$ cat src/pout_pkg.sv
// Shared constants and types for the pattern output enable and trigger block
package pout_pkg;
  localparam int DATA_W = 8;
  localparam int OUT_W = 16;
  localparam int GROUPS = 4;
  localparam int GRP_W = 4;
  localparam int CHANNELS = 4;
  localparam int SEL_W = 2;
  localparam int ADDR_W = 4;

  // Register indices (word offsets on the plain register port)
  localparam logic [ADDR_W-1:0] ADDR_LOW_ENABLE = 4'h0;
  localparam logic [ADDR_W-1:0] ADDR_HIGH_ENABLE = 4'h1;
  localparam logic [ADDR_W-1:0] ADDR_TRIGGER_SEL = 4'h2;
  localparam logic [ADDR_W-1:0] ADDR_LOW_STAGED = 4'h3;
  localparam logic [ADDR_W-1:0] ADDR_HIGH_STAGED = 4'h4;
  localparam logic [ADDR_W-1:0] ADDR_PORT_LATCH = 4'h5;

  localparam logic [DATA_W-1:0] RST_ENABLE = 8'h00;
  localparam logic [DATA_W-1:0] RST_TRIGGER_SEL = 8'hFF;
  localparam logic [DATA_W-1:0] RST_STAGED = 8'h00;
  localparam logic [OUT_W-1:0] RST_PORT_LATCH = 16'h0000;
  localparam logic [DATA_W-1:0] UNMAPPED_READ = 8'h00;

  typedef struct packed {
    logic [ADDR_W-1:0] addr;
    logic [DATA_W-1:0] wdata;
    logic wr;
    logic rd;
  } reg_req_t;

  typedef struct packed {
    logic [DATA_W-1:0] low_enable;
    logic [DATA_W-1:0] high_enable;
    logic [DATA_W-1:0] trigger_sel;
    logic [DATA_W-1:0] low_staged;
    logic [DATA_W-1:0] high_staged;
  } cfg_t;
endpackage

$ cat src/pout_group_trigger.sv
// Picks one timer channel's compare-match pulse per output group
`timescale 1ns/1ps
module pout_group_trigger
  import pout_pkg::*;
(
  input wire logic [DATA_W-1:0] trigger_sel,
  input wire logic [CHANNELS-1:0] compare_match_a,
  output logic [GROUPS-1:0] group_fire
);
  // Field g at bits 2g+1:2g; code n selects channel n
  for (genvar g = 0; g < GROUPS; g++) begin : g_sel
    logic [SEL_W-1:0] chan;
    assign chan = trigger_sel[SEL_W*g +: SEL_W];
    assign group_fire[g] = compare_match_a[chan];
  end
endmodule

$ cat src/pout_transfer.sv
// Per-bit gated copy of staged data into the port output latch
`timescale 1ns/1ps
module pout_transfer
  import pout_pkg::*;
(
  input wire logic [OUT_W-1:0] latch_cur,
  input wire logic [OUT_W-1:0] staged,
  input wire logic [OUT_W-1:0] enable,
  input wire logic [GROUPS-1:0] group_fire_d,
  output logic [OUT_W-1:0] latch_next
);
  for (genvar b = 0; b < OUT_W; b++) begin : g_bit
    // Enabled bits of a group move together on the same delayed pulse; disabled bits hold
    assign latch_next[b] = (group_fire_d[b / GRP_W] && enable[b])
                         ? staged[b]
                         : latch_cur[b];
  end
endmodule

$ cat src/pattern_output_unit.sv
// Pattern output unit: transfer enables, group trigger select and output latch
//
// The implementer's own choices: the address map and the plain strobed port.
`timescale 1ns/1ps
module pattern_output_unit
  import pout_pkg::*;
(
  input wire logic core_clk,
  input wire logic sys_rst,
  input wire logic standby,
  input wire logic [ADDR_W-1:0] reg_addr,
  input wire logic [DATA_W-1:0] reg_wdata,
  input wire logic reg_wr,
  input wire logic reg_rd,
  output logic [DATA_W-1:0] reg_rdata,
  input wire logic [CHANNELS-1:0] compare_match_a,
  output logic [OUT_W-1:0] pattern_output_bits
);
  reg_req_t req;
  cfg_t cfg_reg;
  cfg_t cfg_next;
  logic [OUT_W-1:0] latch_reg;
  logic [OUT_W-1:0] latch_next;
  logic [OUT_W-1:0] xfer_value;
  logic [GROUPS-1:0] fire_reg;
  logic [GROUPS-1:0] fire_next;
  logic [GROUPS-1:0] group_fire;
  logic [DATA_W-1:0] rdata_reg;
  logic [DATA_W-1:0] rdata_next;
  logic [OUT_W-1:0] enable_all;
  logic [OUT_W-1:0] staged_all;

  assign req = '{addr: reg_addr, wdata: reg_wdata, wr: reg_wr, rd: reg_rd};
  assign enable_all = {cfg_reg.high_enable, cfg_reg.low_enable};
  assign staged_all = {cfg_reg.high_staged, cfg_reg.low_staged};

  ////////////////////////////////////////////////////////////////////////
  // Trigger selection and bit transfer

  pout_group_trigger u_trigger (
    .trigger_sel(cfg_reg.trigger_sel),
    .compare_match_a(compare_match_a),
    .group_fire(group_fire)
  );

  pout_transfer u_transfer (
    .latch_cur(latch_reg),
    .staged(staged_all),
    .enable(enable_all),
    .group_fire_d(fire_reg),
    .latch_next(xfer_value)
  );

  ////////////////////////////////////////////////////////////////////////
  // Register file

  always_comb begin
    cfg_next = cfg_reg;
    // Standby is accepted but deliberately has no effect on stored state
    if (req.wr) begin
      case (req.addr)
        ADDR_LOW_ENABLE: cfg_next.low_enable = req.wdata;
        ADDR_HIGH_ENABLE: cfg_next.high_enable = req.wdata;
        ADDR_TRIGGER_SEL: cfg_next.trigger_sel = req.wdata;
        ADDR_LOW_STAGED: cfg_next.low_staged = req.wdata;
        ADDR_HIGH_STAGED: cfg_next.high_staged = req.wdata;
        default: cfg_next = cfg_reg;
      endcase
    end
  end

  always_ff @(posedge core_clk) begin
    if (sys_rst) begin
      cfg_reg.low_enable <= RST_ENABLE;
      cfg_reg.high_enable <= RST_ENABLE;
      cfg_reg.trigger_sel <= RST_TRIGGER_SEL;
      cfg_reg.low_staged <= RST_STAGED;
      cfg_reg.high_staged <= RST_STAGED;
    end else begin
      cfg_reg <= cfg_next;
    end
  end

  ////////////////////////////////////////////////////////////////////////
  // Port output latch; the latch is read-only here, owned by transfers

  always_comb begin
    fire_next = group_fire;
    latch_next = xfer_value;
  end

  always_ff @(posedge core_clk) begin
    if (sys_rst) begin
      fire_reg <= '0;
      latch_reg <= RST_PORT_LATCH;
    end else begin
      fire_reg <= fire_next;
      latch_reg <= latch_next;
    end
  end

  assign pattern_output_bits = latch_reg;

  ////////////////////////////////////////////////////////////////////////
  // Read port: data valid the cycle after the strobe only

  always_comb begin
    rdata_next = '0;
    if (req.rd) begin
      case (req.addr)
        ADDR_LOW_ENABLE: rdata_next = cfg_reg.low_enable;
        ADDR_HIGH_ENABLE: rdata_next = cfg_reg.high_enable;
        ADDR_TRIGGER_SEL: rdata_next = cfg_reg.trigger_sel;
        ADDR_LOW_STAGED: rdata_next = cfg_reg.low_staged;
        ADDR_HIGH_STAGED: rdata_next = cfg_reg.high_staged;
        ADDR_PORT_LATCH: rdata_next = latch_reg[DATA_W-1:0];
        default: rdata_next = UNMAPPED_READ;
      endcase
    end
  end

  always_ff @(posedge core_clk) begin
    if (sys_rst) begin
      rdata_reg <= '0;
    end else begin
      rdata_reg <= rdata_next;
    end
  end

  assign reg_rdata = rdata_reg;
endmodule

$ cat config.mk
export PLATFORM = sky130hd
export DESIGN_NAME = pattern_output_unit
export DESIGN_NICKNAME = d
export VERILOG_FILES = /design/src/pout_pkg.sv /design/src/pout_group_trigger.sv /design/src/pout_transfer.sv /design/src/pattern_output_unit.sv
export SDC_FILE = /design/constraint.sdc
export NUM_CORES = 1
export LEC_CHECK = 0
export BUFFER_PORTS_ARGS = -buffer_cell sky130_fd_sc_hd__buf_2
export CORE_ASPECT_RATIO = 1.4
export CORE_MARGIN = 4
export CORE_UTILIZATION = 55
export CTS_CLUSTER_SIZE = 8
export DETAILED_ROUTE_END_ITERATION = 8
export PLACE_DENSITY_LB_ADDON = 0.15
export SLEW_MARGIN = 15
export SYNTH_ARGS = -nofsm -noshare
export SYNTH_HDL_FRONTEND = slang
export SYNTH_HIERARCHICAL = 1
export SYNTH_SLANG_ARGS = --single-unit
$ cat constraint.sdc
create_clock -name core_clk -period 2.2 [get_ports core_clk]
set_input_delay 0.44 -clock core_clk [delete_from_list [all_inputs] [get_ports core_clk]]
set_output_delay 0.44 -clock core_clk [all_outputs]
set_load 0.02 [all_outputs]
==> flow_summary.toml <==
[status]
outcome = "finished clean"

[die]
fp.coreArea_sq_mm = 0.00557
die-area_sq_mm = 0.00706
fp.dieW_um = 72.2
initial_core_util = 0.569
io_pins = 45
num_rows = 32
die_height_um = 97.8

[placed_design]
io_buffers = 43
hpwlAfterDp_um = 5380
gp_congestion = 0.813

[power_and_ir_drop]
p_per_area_mw_per_mm2 = 680
p_int_uw = 1860
power.clock.fraction = 0.411
leakagePower_uw = 0.00141
peakVddDrop_v = 0.000411
switching_share = 0.241
seqPwrFrac = 0.514
power_frac_comb = 0.076
p_sw_uw = 591

[yosys]
postSynthAreaPerCell_sq_um = 9.75
synth.distinct_cells = 28
seq_area_frac_synth = 0.430
syn_nets = 346
ys_ff_latch = 68
yosysWarningCount = 6
syn_inst = 325
netlist_area_sq_mm = 0.00317

[grt]
grtUsageTotal = 0.222
antenna_found_initial = 0
use_met3 = 0.0618
grt_max_degree = 41
busiest_layer = "met2"
grt_pass1_wl_um = 12200
grt-ovfl-total = 0
grt_pass1_vias = 2482
use_met1 = 0.292
grtUsageMet2 = 0.331

[critical_path]
path_class = "in2reg"
startpoint_type = "input pin"
worstPathRequired_ns = 2.48
cp_max_fo = 19
r2r_slack_ns = 1.04
arrival_ns = 1.74
worstSetupEndpointType = "register"

[routing]
vias = 2449
via_per_inst = 5.62
wl_um = 7340
drt_first_iter_violations = 278
drtPass1Iterations = 4
drtAntennaViolNets = 0
drc_errors = 0
wl_per_cell_um = 16.8

[finish]
largest_register_ffs = 40
area_growth_pct = 13.8
final_util = 0.648
antenna_cells = 0
n_fill_cell = 483
final_nets = 385
drive_gt1_frac = 0.274

[clock_network]
cts_resized = 0
post-cts-setup-buffer-count = 0
insertion_delay_ns = 0.35
htree_levels = 3
cts-root-buf = "clkbuf_8"
path_clk_slew_ns = 0.08
numCtsBuffers = 9
postCtsHoldBufs = 0
cts_sinks = 68
clk_path_buf_depth = 2
cts_tree = "built"

[sta]
hold_viol = 0
min_period_ns = 1.46
rsz0062_at_grt = "no"
tightest_slew_ns = 0.548
drv_slew = 0
fmaxAchievable_mhz = 686
setup_tns_ns = 0
setup_viol = 0
fin_worst_skew_ns = 0.0104
whs_ns = 0.392
relSlewSlack = 0.635
period_share = 0.663

[job]
cap_violations = 0

[min_path]
holdCritPathClass = "in2reg"
## power by group through the flow
stage,combinational [uW],sequential (uW),clock (uW)
global placement,181,1290,0
detailed placement,184,1290,0
global route,203,1260,1070
CTS,185,1260,1020
floorplan,126,1280,0
finish,185,1260,1010
## synthesized netlist by cell type
cell type,count,area (sq um)
and2_0,1,6.26
nor3b_2,1,12.5
nor3_1,1,5.00
o32a_1,4,40.0
nor3b_1,1,7.51
dfxtp_1,68,1360
nor3_4,1,16.3
mux2_2,8,90.1
nand2_1,22,82.6
o21ai_0,24,120
and3_1,1,6.26
buf_2,4,20.0
buf_6,3,33.8
mux2_4,16,240
clkbuf_1,14,52.6
mux2i_1,24,240
buf_1,2,7.51
a22oi_1,4,30.0
nand2b_1,17,106
or3b_1,1,8.76
inv_1,1,3.75
nand3_1,25,125
a21oi_1,28,140
or2_2,1,6.26
or3_1,1,6.26
nor2b_1,22,138
nor2_1,22,82.6
mux4_2,8,180
## cells in the final DEF (no fill, tap or decap), types with 17 or more instances in the layout
cell / count
nand2b_1: 17
a21oi_1: 28
dfxtp_1: 68
nand2_1: 22
nor2_1: 22
mux2i_1: 24
nand3_1: 25
nor2b_1: 22
o21ai_0: 24
buf_2: 43
## path summary, 6_finish.rpt
check / start / endpoint / cells past startpoint
hold reg to reg: cfg_reg[12]$_SDFFE_PP0P_ / cfg_reg[12]$_SDFFE_PP0P_ / 2
hold / removal: reg_wdata[7] / cfg_reg[31]$_SDFFE_PP0P_ / 3
setup / recovery: reg_addr[2] / cfg_reg[19]$_SDFFE_PP1P_ / 5
setup reg to reg: pattern_output_bits[7]$_SDFF_PP0_ / reg_rdata[7]$_SDFF_PP0_ / 3
## routing by layer
| metal | routed length, um | up-vias |
|---|---|---|
| met5 | 0 | - |
| met4 | 177 | 0 |
| met3 | 464 | 14 |
| met2 | 3550 | 85 |
| met1 | 3140 | 1133 |
| li1 | - | 1217 |
## logic make-up after synthesis
family | after synthesis | share of synthesized area
AO/OA/AOI/OAI | 60 | 0.104
buffers and inverters | 24 | 0.0371
flip-flops | 68 | 0.430
multiplexers | 56 | 0.237
AND/OR/NAND/NOR | 117 | 0.192
## cell type report
type / count / area, sq um / share of cell area
repair buffers: 51 / 275 / 0.0763
multi-input cells: 233 / 1690 / 0.469
clock buffers: 10 / 138 / 0.0382
well taps: 68 / 85.1 / 0.0236
inverters: 1 / 3.75 / 0.00104
flip-flops and latches: 68 / 1360 / 0.378
clock inverters: 5 / 52.6 / 0.0146
## critical path, cell delays in order
cell,delay [ns]
buf_2,0.25
or3b_1,0.46
nor3_4,0.14
buf_4,0.23
mux2i_1,0.20
## stage by stage
| step | setup slack (ns) | std cells | area, sq um | total power [uW] |
|---|---|---|---|---|
| 4_1_cts | 0.752 | 436 | 3610 | 2470 |
| 6_report | 0.742 | 436 | 3610 | 2450 |
| 3_3_place_gp | 0.422 | 421 | 3420 | 1470 |
| 3_5_place_dp | 0.389 | 421 | 3420 | 1470 |
| 2_1_floorplan | 0.513 | 325 | 3170 | 1410 |
| 5_1_grt | 0.646 | 436 | 3610 | 2540 |
Note: power is estimated with default switching activity, not from simulation.
